### config.mk
export PLATFORM = sky130hd
export DESIGN_NAME = aco_axis
export DESIGN_NICKNAME = d
export VERILOG_FILES = /design/src/inc/aco_pkg.sv /design/src/hdl/aco_wrap.sv /design/src/hdl/aco_axis.sv
export VERILOG_INCLUDE_DIRS = /design/src /design/src/inc
export SDC_FILE = /design/constraint.sdc
export NUM_CORES = 2
export LEC_CHECK = 0
export BUFFER_PORTS_ARGS = -buffer_cell sky130_fd_sc_hd__buf_2
export CAP_MARGIN = 20
export CORE_MARGIN = 8
export CORE_UTILIZATION = 27
export CTS_CLUSTER_SIZE = 12
export DETAILED_ROUTE_END_ITERATION = 12
export GPL_ROUTABILITY_DRIVEN = 0
export PLACE_DENSITY = 0.39
export SYNTH_ARGS = -nofsm -noshare
export SYNTH_HDL_FRONTEND = slang
export SYNTH_SLANG_ARGS = --single-unit
### constraint.sdc
create_clock -name clk -period 8.2 [get_ports clk]
set_input_delay 0 -clock clk [delete_from_list [all_inputs] [get_ports clk]]
set_output_delay 0 -clock clk [all_outputs]
set_load 0.01 [all_outputs]
### src/inc/aco_cfg.svh
// register offsets, field positions, command codes and reset values
// for the axis coordinate block; included by the package, aco_axis and the testbench
`ifndef ACO_CFG_SVH
`define ACO_CFG_SVH

`define ACO_AW 8
`define ACO_OFS_CTRL 8'h00
`define ACO_OFS_ROT_END 8'h04
`define ACO_OFS_LIM_START 8'h08
`define ACO_OFS_LIM_END 8'h0C
`define ACO_OFS_VALUE 8'h10
`define ACO_OFS_CMD 8'h14
`define ACO_OFS_ACT_DISP 8'h18
`define ACO_OFS_STATUS 8'h1C
`define ACO_OFS_ACT_POS 8'h20
`define ACO_OFS_ZERO_OFS 8'h24
`define ACO_OFS_ENC_ADJ 8'h28
`define ACO_OFS_SLS_SHIFT 8'h2C
`define ACO_OFS_SLE_SHIFT 8'h30

`define ACO_CTRL_ROTARY 0
`define ACO_CTRL_ABS 1
`define ACO_ST_SYNCED 0
`define ACO_ST_CONFIGURED 1
`define ACO_ST_ZO_ACTIVE 2
`define ACO_ST_ERROR 3

`define ACO_CMD_UNDO 2'h1
`define ACO_CMD_ZERO 2'h2
`define ACO_CMD_REF 2'h3

`define ACO_RST_ROT_END 32'h00000168

`endif

### src/inc/aco_pkg.sv
// types shared by the axis coordinate block
// assumes aco_cfg.svh is on the include path
package aco_pkg;
  `include "aco_cfg.svh"
  typedef enum logic [1:0] {
    ACO_OP_NONE,
    ACO_OP_UNDO,
    ACO_OP_ZERO,
    ACO_OP_REF
  } aco_op_t;
endpackage

### src/hdl/aco_wrap.sv
// registered coordinate normaliser for one value
// assumes the value lies within one axis length of the range 0..end
`timescale 1ns/1ps
module aco_wrap #(
  parameter int W = 32
) (
  // clock
  input wire logic clk,
  input wire logic srst,
  input wire logic ce,
  // value in
  input wire logic signed [W-1:0] value,
  input wire logic signed [W-1:0] rot_end,
  input wire logic rotary,
  // value out
  output logic signed [W-1:0] wrapped
);
  wire logic below_zero;
  wire logic at_or_over;
  wire logic signed [W-1:0] next_wrapped;

  assign below_zero = value < 0;
  // reaching the end value already counts as a full turn
  assign at_or_over = value >= rot_end;
  assign next_wrapped = !rotary ? value :
                        below_zero ? W'(value + rot_end) :
                        at_or_over ? W'(value - rot_end) : value;

  always_ff @(posedge clk) begin
    if (srst) begin
      wrapped <= '0;
    end else if (ce) begin
      wrapped <= next_wrapped;
    end
  end
endmodule

### src/hdl/aco_axis.sv
// coordinate handling for one positioning axis: zero offset,
// reference point, undo of actual value displacement
// assumes enc_pos comes from logic on clk; software uses the plain port
//
// Functional notes
// RULE1: undo clears set-actual-value displacement
// RULE2: zero offset shifts the coordinate origin
// RULE3: offset sign sets shift direction
// RULE4: new value is old minus offset change
// RULE5: zero offset only while axis synchronized
// RULE6: linear offset keeps limits in range
// RULE7: rotary offset below rotary end value
// RULE8: sync loss keeps zero offset active
// RULE9: new offset replaces old, from origin
// RULE10: offset zero cancels the zero offset
// RULE11: rotary result above end subtracts end
// RULE12: rotary position wraps to zero at end
// RULE13: offset renumbers points, range stays put
// RULE14: reference point setting synchronizes axis
// RULE15: reference point only after configuration
// RULE16: linear reference between the soft limits
// RULE17: rotary reference from zero below end
// RULE18: reference point loads the actual position
// RULE19: reference moves range, limits keep values
// RULE20: absolute encoder stores adjustment at reference
// RULE21: bad requests rejected, error flagged
`timescale 1ns/1ps
`include "aco_cfg.svh"
module aco_axis #(
  parameter int W = 32
) (
  // clock and reset
  input wire logic clk,
  input wire logic srst,
  input wire logic ce,
  // register port
  input wire logic [`ACO_AW-1:0] reg_addr,
  input wire logic [31:0] reg_wdata,
  input wire logic reg_wr,
  input wire logic reg_rd,
  output logic [31:0] reg_rdata,
  // axis side
  input wire logic signed [W-1:0] enc_pos,
  input wire logic sync_lost,
  output logic signed [W-1:0] actual_position,
  output logic synced,
  output logic cmd_error
);
  import aco_pkg::*;

  // difference that does not leave the signed range
  function automatic logic sub_fits(input logic signed [W-1:0] a,
                                    input logic signed [W-1:0] b);
    logic signed [W:0] d;
    d = {a[W-1], a} - {b[W-1], b};
    return d[W] == d[W-1];
  endfunction

  // configuration and operands
  logic rotary;
  logic abs_enc;
  logic configured;
  logic signed [W-1:0] rot_end;
  logic signed [W-1:0] soft_limit_start;
  logic signed [W-1:0] soft_limit_end;
  logic signed [W-1:0] cmd_value;
  // coordinate state
  logic signed [W-1:0] act_disp;
  logic signed [W-1:0] ref_adjust;
  logic signed [W-1:0] zero_offset_value;
  logic zo_active;
  logic signed [W-1:0] enc_adjust;
  logic signed [W-1:0] sls_shift;
  logic signed [W-1:0] sle_shift;

  // bus decode
  wire logic wr_ctrl;
  wire logic wr_rot_end;
  wire logic wr_lim_start;
  wire logic wr_lim_end;
  wire logic wr_value;
  wire logic wr_cmd;
  wire logic wr_disp;
  wire logic wr_status;
  wire logic err_clr;

  assign wr_ctrl = reg_wr && reg_addr == `ACO_OFS_CTRL;
  assign wr_rot_end = reg_wr && reg_addr == `ACO_OFS_ROT_END;
  assign wr_lim_start = reg_wr && reg_addr == `ACO_OFS_LIM_START;
  assign wr_lim_end = reg_wr && reg_addr == `ACO_OFS_LIM_END;
  assign wr_value = reg_wr && reg_addr == `ACO_OFS_VALUE;
  assign wr_cmd = reg_wr && reg_addr == `ACO_OFS_CMD;
  assign wr_disp = reg_wr && reg_addr == `ACO_OFS_ACT_DISP;
  assign wr_status = reg_wr && reg_addr == `ACO_OFS_STATUS;
  assign err_clr = wr_status && reg_wdata[`ACO_ST_ERROR];

  // command decode
  wire aco_op_t op;
  assign op = !wr_cmd ? ACO_OP_NONE :
              reg_wdata[1:0] == `ACO_CMD_UNDO ? ACO_OP_UNDO :
              reg_wdata[1:0] == `ACO_CMD_ZERO ? ACO_OP_ZERO :
              reg_wdata[1:0] == `ACO_CMD_REF ? ACO_OP_REF : ACO_OP_NONE;

  // precondition checks
  wire logic zo_rot_ok;
  wire logic zo_lin_ok;
  wire logic zo_ok;
  wire logic ref_rot_ok;
  wire logic ref_lin_ok;
  wire logic ref_ok;
  wire logic zo_take;
  wire logic ref_take;
  wire logic undo_take;
  wire logic cmd_bad;

  // offset magnitude must stay below one turn
  assign zo_rot_ok = cmd_value < rot_end && cmd_value > -rot_end; // [RULE7]
  assign zo_lin_ok = sub_fits(soft_limit_start, cmd_value) &&
                     sub_fits(soft_limit_end, cmd_value); // [RULE6]
  assign zo_ok = synced && (rotary ? zo_rot_ok : zo_lin_ok); // [RULE5]
  assign ref_rot_ok = cmd_value >= 0 && cmd_value < rot_end; // [RULE17]
  assign ref_lin_ok = cmd_value >= soft_limit_start &&
                      cmd_value <= soft_limit_end; // [RULE16]
  assign ref_ok = configured &&
                  (rotary ? ref_rot_ok : ref_lin_ok); // [RULE15]
  assign zo_take = op == ACO_OP_ZERO && zo_ok;
  assign ref_take = op == ACO_OP_REF && ref_ok;
  assign undo_take = op == ACO_OP_UNDO;
  // rejected requests leave every coordinate alone
  assign cmd_bad = (op == ACO_OP_ZERO && !zo_ok) ||
                   (op == ACO_OP_REF && !ref_ok); // [RULE21]

  // coordinate arithmetic
  wire logic signed [W-1:0] raw_pos;
  wire logic signed [W-1:0] act_lin;
  wire logic signed [W-1:0] sls_lin;
  wire logic signed [W-1:0] sle_lin;
  wire logic signed [W-1:0] next_ref_adjust;
  wire logic signed [W-1:0] next_enc_adjust;

  assign raw_pos = W'(enc_pos + ref_adjust + act_disp);
  // the whole offset is subtracted from the unshifted coordinate, so a
  // change yields old value minus (new offset - old offset)
  assign act_lin = W'(raw_pos - zero_offset_value); // [RULE4] [RULE3]
  // limits keep their physical spot, only their numbers move
  assign sls_lin = W'(soft_limit_start - zero_offset_value); // [RULE13]
  assign sle_lin = W'(soft_limit_end - zero_offset_value); // [RULE13]
  // adjustment chosen so that the shown position equals the operand
  assign next_ref_adjust = W'(cmd_value - enc_pos - act_disp +
                              zero_offset_value); // [RULE18] [RULE19]
  assign next_enc_adjust = W'(cmd_value - enc_pos); // [RULE20]

  // configuration registers
  always_ff @(posedge clk) begin
    if (srst) begin
      rotary <= 1'b0;
      abs_enc <= 1'b0;
      configured <= 1'b0;
    end else if (ce && wr_ctrl) begin
      rotary <= reg_wdata[`ACO_CTRL_ROTARY];
      abs_enc <= reg_wdata[`ACO_CTRL_ABS];
      configured <= 1'b1;
    end
  end

  always_ff @(posedge clk) begin
    if (srst) begin
      rot_end <= W'(`ACO_RST_ROT_END);
      soft_limit_start <= '0;
      soft_limit_end <= '0;
      cmd_value <= '0;
    end else if (ce) begin
      if (wr_rot_end) begin
        rot_end <= W'(reg_wdata);
      end
      if (wr_lim_start) begin
        soft_limit_start <= W'(reg_wdata);
      end
      if (wr_lim_end) begin
        soft_limit_end <= W'(reg_wdata);
      end
      if (wr_value) begin
        cmd_value <= W'(reg_wdata);
      end
    end
  end

  // displacement left by set actual value
  always_ff @(posedge clk) begin
    if (srst) begin
      act_disp <= '0;
    end else if (ce) begin
      if (undo_take) begin
        act_disp <= '0; // [RULE1]
      end else if (wr_disp) begin
        act_disp <= W'(reg_wdata);
      end
    end
  end

  // zero offset register; a new one simply replaces the old
  always_ff @(posedge clk) begin
    if (srst) begin
      zero_offset_value <= '0;
      zo_active <= 1'b0;
    end else if (ce && zo_take) begin
      zero_offset_value <= cmd_value; // [RULE2] [RULE9]
      zo_active <= cmd_value != 0; // [RULE10]
    end
  end

  // reference point and synchronisation
  always_ff @(posedge clk) begin
    if (srst) begin
      ref_adjust <= '0;
      enc_adjust <= '0;
      synced <= 1'b0;
    end else if (ce) begin
      if (ref_take) begin
        ref_adjust <= next_ref_adjust; // [RULE18]
        synced <= 1'b1; // [RULE14]
        if (abs_enc) begin
          enc_adjust <= next_enc_adjust; // [RULE20]
        end
      end else if (sync_lost) begin
        // offset registers untouched here
        synced <= 1'b0; // [RULE8]
      end
    end
  end

  // sticky error; a new fault wins over a clear in the same cycle
  always_ff @(posedge clk) begin
    if (srst) begin
      cmd_error <= 1'b0;
    end else if (ce) begin
      if (cmd_bad) begin
        cmd_error <= 1'b1; // [RULE21]
      end else if (err_clr) begin
        cmd_error <= 1'b0;
      end
    end
  end

  // rotary wrap of shown position and shifted limits
  aco_wrap #(.W(W)) u_wrap_act (
    .clk(clk),
    .srst(srst),
    .ce(ce),
    .value(act_lin),
    .rot_end(rot_end),
    .rotary(rotary),
    .wrapped(actual_position) // [RULE11] [RULE12]
  );

  aco_wrap #(.W(W)) u_wrap_sls (
    .clk(clk),
    .srst(srst),
    .ce(ce),
    .value(sls_lin),
    .rot_end(rot_end),
    .rotary(rotary),
    .wrapped(sls_shift)
  );

  aco_wrap #(.W(W)) u_wrap_sle (
    .clk(clk),
    .srst(srst),
    .ce(ce),
    .value(sle_lin),
    .rot_end(rot_end),
    .rotary(rotary),
    .wrapped(sle_shift)
  );

  // read mux
  wire logic [31:0] status_word;
  wire logic [31:0] next_rdata;

  assign status_word = {28'h0000000, cmd_error, zo_active,
                        configured, synced};
  assign next_rdata =
    reg_addr == `ACO_OFS_CTRL ? {30'h00000000, abs_enc, rotary} :
    reg_addr == `ACO_OFS_ROT_END ? 32'(rot_end) :
    reg_addr == `ACO_OFS_LIM_START ? 32'(soft_limit_start) :
    reg_addr == `ACO_OFS_LIM_END ? 32'(soft_limit_end) :
    reg_addr == `ACO_OFS_VALUE ? 32'(cmd_value) :
    reg_addr == `ACO_OFS_ACT_DISP ? 32'(act_disp) :
    reg_addr == `ACO_OFS_STATUS ? status_word :
    reg_addr == `ACO_OFS_ACT_POS ? 32'(actual_position) :
    reg_addr == `ACO_OFS_ZERO_OFS ? 32'(zero_offset_value) :
    reg_addr == `ACO_OFS_ENC_ADJ ? 32'(enc_adjust) :
    reg_addr == `ACO_OFS_SLS_SHIFT ? 32'(sls_shift) :
    reg_addr == `ACO_OFS_SLE_SHIFT ? 32'(sle_shift) : 32'h00000000;

  // read data stands only in the cycle after the strobe
  always_ff @(posedge clk) begin
    if (srst) begin
      reg_rdata <= 32'h00000000;
    end else if (ce) begin
      reg_rdata <= reg_rd ? next_rdata : 32'h00000000;
    end
  end

  // checks
  a_undo_clears: assert property (@(posedge clk) disable iff (srst) // [RULE1]
    ce && undo_take |=> act_disp == 0)
    else $error("undo did not clear displacement");

  a_zo_loads: assert property (@(posedge clk) disable iff (srst) // [RULE2]
    ce && zo_take |=> zero_offset_value == $past(cmd_value)
      && zo_active == ($past(cmd_value) != 0))
    else $error("zero offset not taken");

  a_zo_shift: assert property (@(posedge clk) disable iff (srst) // [RULE13]
    ce && zo_take && !rotary ##1 ce |=>
      sls_shift == $past(soft_limit_start) - $past(zero_offset_value))
    else $error("shifted start limit wrong");

  a_sync_keep_zo: assert property (@(posedge clk) disable iff (srst) // [RULE8]
    ce && sync_lost && !ref_take && !zo_take |=>
      !synced && $stable(zero_offset_value) && $stable(zo_active))
    else $error("sync loss disturbed zero offset");

  a_ref_sync: assert property (@(posedge clk) disable iff (srst) // [RULE14]
    ce && ref_take |=> synced && $stable(soft_limit_start))
    else $error("reference point did not synchronise");

  a_ref_position: assert property (@(posedge clk) disable iff (srst) // [RULE18]
    ce && ref_take ##1 ce && $stable(enc_pos) && !wr_disp |=>
      actual_position == $past(cmd_value, 2))
    else $error("actual position not loaded with reference");

  a_abs_adjust: assert property (@(posedge clk) disable iff (srst) // [RULE20]
    ce && ref_take && abs_enc |=>
      enc_adjust == $past(cmd_value) - $past(enc_pos))
    else $error("encoder adjustment wrong");

  a_rot_range: assert property (@(posedge clk) disable iff (srst) // [RULE12]
    ce && rotary && $stable(rotary) && act_lin >= 0
      && act_lin < 2 * rot_end |=>
      actual_position >= 0 && actual_position < $past(rot_end))
    else $error("rotary position outside one turn");

  a_bad_reject: assert property (@(posedge clk) disable iff (srst) // [RULE21]
    ce && cmd_bad |=> cmd_error && $stable(zero_offset_value)
      && $stable(ref_adjust))
    else $error("bad request not rejected");

  a_unsync_zo: assert property (@(posedge clk) disable iff (srst) // [RULE5]
    ce && op == ACO_OP_ZERO && !synced |=> cmd_error)
    else $error("zero offset accepted while unsynchronised");
endmodule

==> impl_results.md <==
* VDD IR max at 0.176 mV
* Most frequent cell after synthesis: nand2_1
* Max cap viols at 0
* Final worst path period share at a little over nine tenths
* Initial DRC count at around 4400
* DRC viols at 0
* Static Leak at 0.0199 µW
* Worst clock skew at between 0.04 and 0.05 ns
* Die height at 401 µm
* Seq/Total Area, Yosys at 19.5%
* Setup Crit Path Kind: reg -> reg
* Initial antenna violation count at 9
* Routed Antenna Nets at 0
* Overall power at around 6500 µW
* CP Capture Type: flip-flop
* Flops & latches, synth at 390
* # hold bufs at CTS at 39
* H-tree lvl count at 2
* Status: finished clean
* Fin. max-slew vios at 0
* Synth top area cells: dfxtp_1 (19%), ha_1 (15%), a21oi_1 (6.2%), fa_1 (5.1%), nand2_1 (5.1%)
* DIE AREA at ~0.16 mm²
* Crit-path leading delay family: compound AO/OA/AOI/OAI gates
* Vias in the first global route at around 40000
* Cell Rows at ~140
* RSZ-0062 raised after global routing: false
* Drt wl/cell at a little under 30 µm
* Setup bufs post-CTS at 0
* DR pass1 iterations at 10
* TritonCTS clock tree: built
* DP HPWL at between 150000 and 200000 µm
* Syn_area_per_cell at about 7.7 µm²
* Yosys top cell by area: dfxtp_1
* Worst EP arrival at 8.27 ns
* Synth top cells by count: nand2_1 (540), a21oi_1 (494), ha_1 (474)
* WP data required at between 8 and 9 ns
* Post-synth cell types at 102
* Num CTS Buffers at 56
* Final min period at about 7.7 ns
* Net total in the final layout at around 6000
* CP Launch Type: flip-flop
* Share of cells above drive strength 1 at about 8.6%
* Peak per-stage delay on the critical path at 0.57 ns
* Achievable frequency at between 0.1 and 0.15 GHz
* Clock power share at between 40% and 50%
* Seq pwr share at a little under a third
* Grt total ovfl at 0
* Worst Path Buf+Inv at 5
* Finished Layout Cells at around 7300
* Worst Hold Class: in -> reg
* Clk Latency, worst-skew pair at 0.70 ns
* Pwr dens at 141 mW/mm²
* Worst Slack Setup Final at 0.521 ns
* Worst-path clk slew at ~0.070 ns
* Vias at 41900
* Clock Path Buffers at 3
* Post-cts sizing count at 0
* Initial Utilization at between 20% and 30%
* Ys async rst share at 0%
* Post-Syn Nets at between 5000 and 6000
* Metal1 wirelength at between 100000 and 150000 µm
* Worst slew margin at 21.0%
* Setup TNS at 0 ns
* Via density per instance at between 5 and 6
* IO Port Bufs at between 100 and 150
* Top-Level Pins at 144
* Worst Path Max Fanout at 16
* EDFF count, synth at 0
* Top_reg_cell synth: dfxtp_1
* Sw Ratio at a little over a third
* Slew @ Worst Pin at 1.17 ns
* Placed cells at approximately 7200
* Wire length on met3 at 16200 µm
* Crit-path slowest cell: ha_1
* Core area at 0.148 mm²
* Uppermost layer routed: met5
* Number of synthesis warnings at 0
* Net Switching at 2260 µW
* Post-Synthesis Cell Area at between 0.04 and 0.05 mm²
* Largest net degree at the start of global routing at 117
* Area grow syn2layout at 14.5%
* Gate Count Post-Synth at between 5000 and 6000
* Global-route usage over all layers at 25.1%
* Routed Wire Length at 213000 µm
* Final hold violation count at 0
* Area share of the leading cell type in the synthesized netlist at 19.5%
* Die Span X at around 400 µm
* Final setup fails at 0
* Global-route wire length before repair at around 300000 µm
* Internal at ~4200 µW
* Clk sinks at 390
* Combinational share of power at between 20% and 30%
* Root buffer cell: clkbuf_16
* Routed wl met2 at roughly 88000 µm
* Pre-CTS setup slack at 0.664 ns
## power groups by stage
stage / sequential, µW / clock (µW) / combinational, µW
after global routing: 1980 / 2960 / 1780
final: 1980 / 2830 / 1650
after floorplan: 1980 / 0 / 1030
after CTS: 1980 / 2900 / 1630
after global placement: 2020 / 0 / 1620
after detailed placement: 2020 / 0 / 1610
## worst paths after layout
| path | startpoint | endpoint | slack, ns | cells after the start |
|---|---|---|---|---|
| setup / recovery | zero_offset_value[2] | u_wrap_act.wrapped[7] | 0.52 | 28 |
| hold / removal | ce | reg_rdata[1] | 0.04 | 4 |
| setup reg to reg | zero_offset_value[2] | u_wrap_act.wrapped[7] | 0.52 | 28 |
| hold reg to reg | u_wrap_sls.wrapped[17] | u_wrap_sls.wrapped[17] | 0.45 | 2 |
## stage by stage
stage | instance area (µm²) | hold slack, ns | util [%]
after CTS | 45900 | 0.0188 | 31.1
after floorplan | 40100 | 0.136 | -
final | 45900 | 0.0444 | 31.1
after global placement | 43400 | 0.306 | 29.4
after global routing | 45900 | 0.0571 | 31.1
after detailed placement | 43400 | 0.310 | 29.4
## area by class of cell
type | count | area (µm²)
diodes | 8 | 20.0
multi-input cells | 4135 | 29700
repair buffers | 312 | 2120
inverters | 466 | 1750
fillers | 15900 | 102000
clock buffers | 68 | 1530
flip-flops and latches | 390 | 7810
well taps | 1930 | 2410
clock inverters | 36 | 528
## cells in the final DEF (no fill, tap or decap), types with 42 or more instances in the layout
cell,n
nand2_1,538
a21oi_1,493
ha_1,474
inv_1,462
nor2_1,435
dfxtp_1,389
o21ai_0,212
xnor2_1,165
a21o_1,155
buf_2,143
buf_4,126
nand3_1,105
fa_1,102
a221oi_1,93
xor2_1,81
nor3_1,78
mux2i_1,73
o21a_1,71
a22oi_1,71
o21bai_1,58
a211oi_1,57
clkbuf_16,56
nor2b_1,44
nand4_1,44
a31oi_1,42
and2_1,42
## kinds of logic after synthesis
family	after synthesis	synth area share, %
xor+xnor	248	5.45
simple gates	1528	17.4
fa+ha+maj	576	19.9
flops	390	19.5
mux	78	1.99
compound gates	1705	29.1
buf+inv	708	6.75
## layer usage
metal	GRT usage (%)	vias up
li1	-	19200
met4	7.91	4
met2	37.3	1691
met3	3.89	283
met5	0	-
met1	36.9	20700
## worst reg2reg max path, delay by kind of cell, from the launching register on
family / cells / cell delay, ns
buf+inv: 5 / 0.76
simple gates: 7 / 1.49
fa+ha+maj: 4 / 1.87
flops: 1 / 0.42
xor+xnor: 1 / 0.16
compound gates: 11 / 2.90
## state kept, by name, summed over array words and instances, names as in the netlist
name                count
abs_enc                 1
act_disp               32
cmd_error               1
cmd_value              32
configured              1
enc_adjust             32
ref_adjust             32
reg_rdata              32
rot_end                32
rotary                  1
soft_limit_end         32
soft_limit_start       32
synced                  1
u_wrap_act.wrapped     32
u_wrap_sle.wrapped     32
u_wrap_sls.wrapped     32
zero_offset_value      32
zo_active               1
Note: power is estimated with default switching activity, not from simulation.
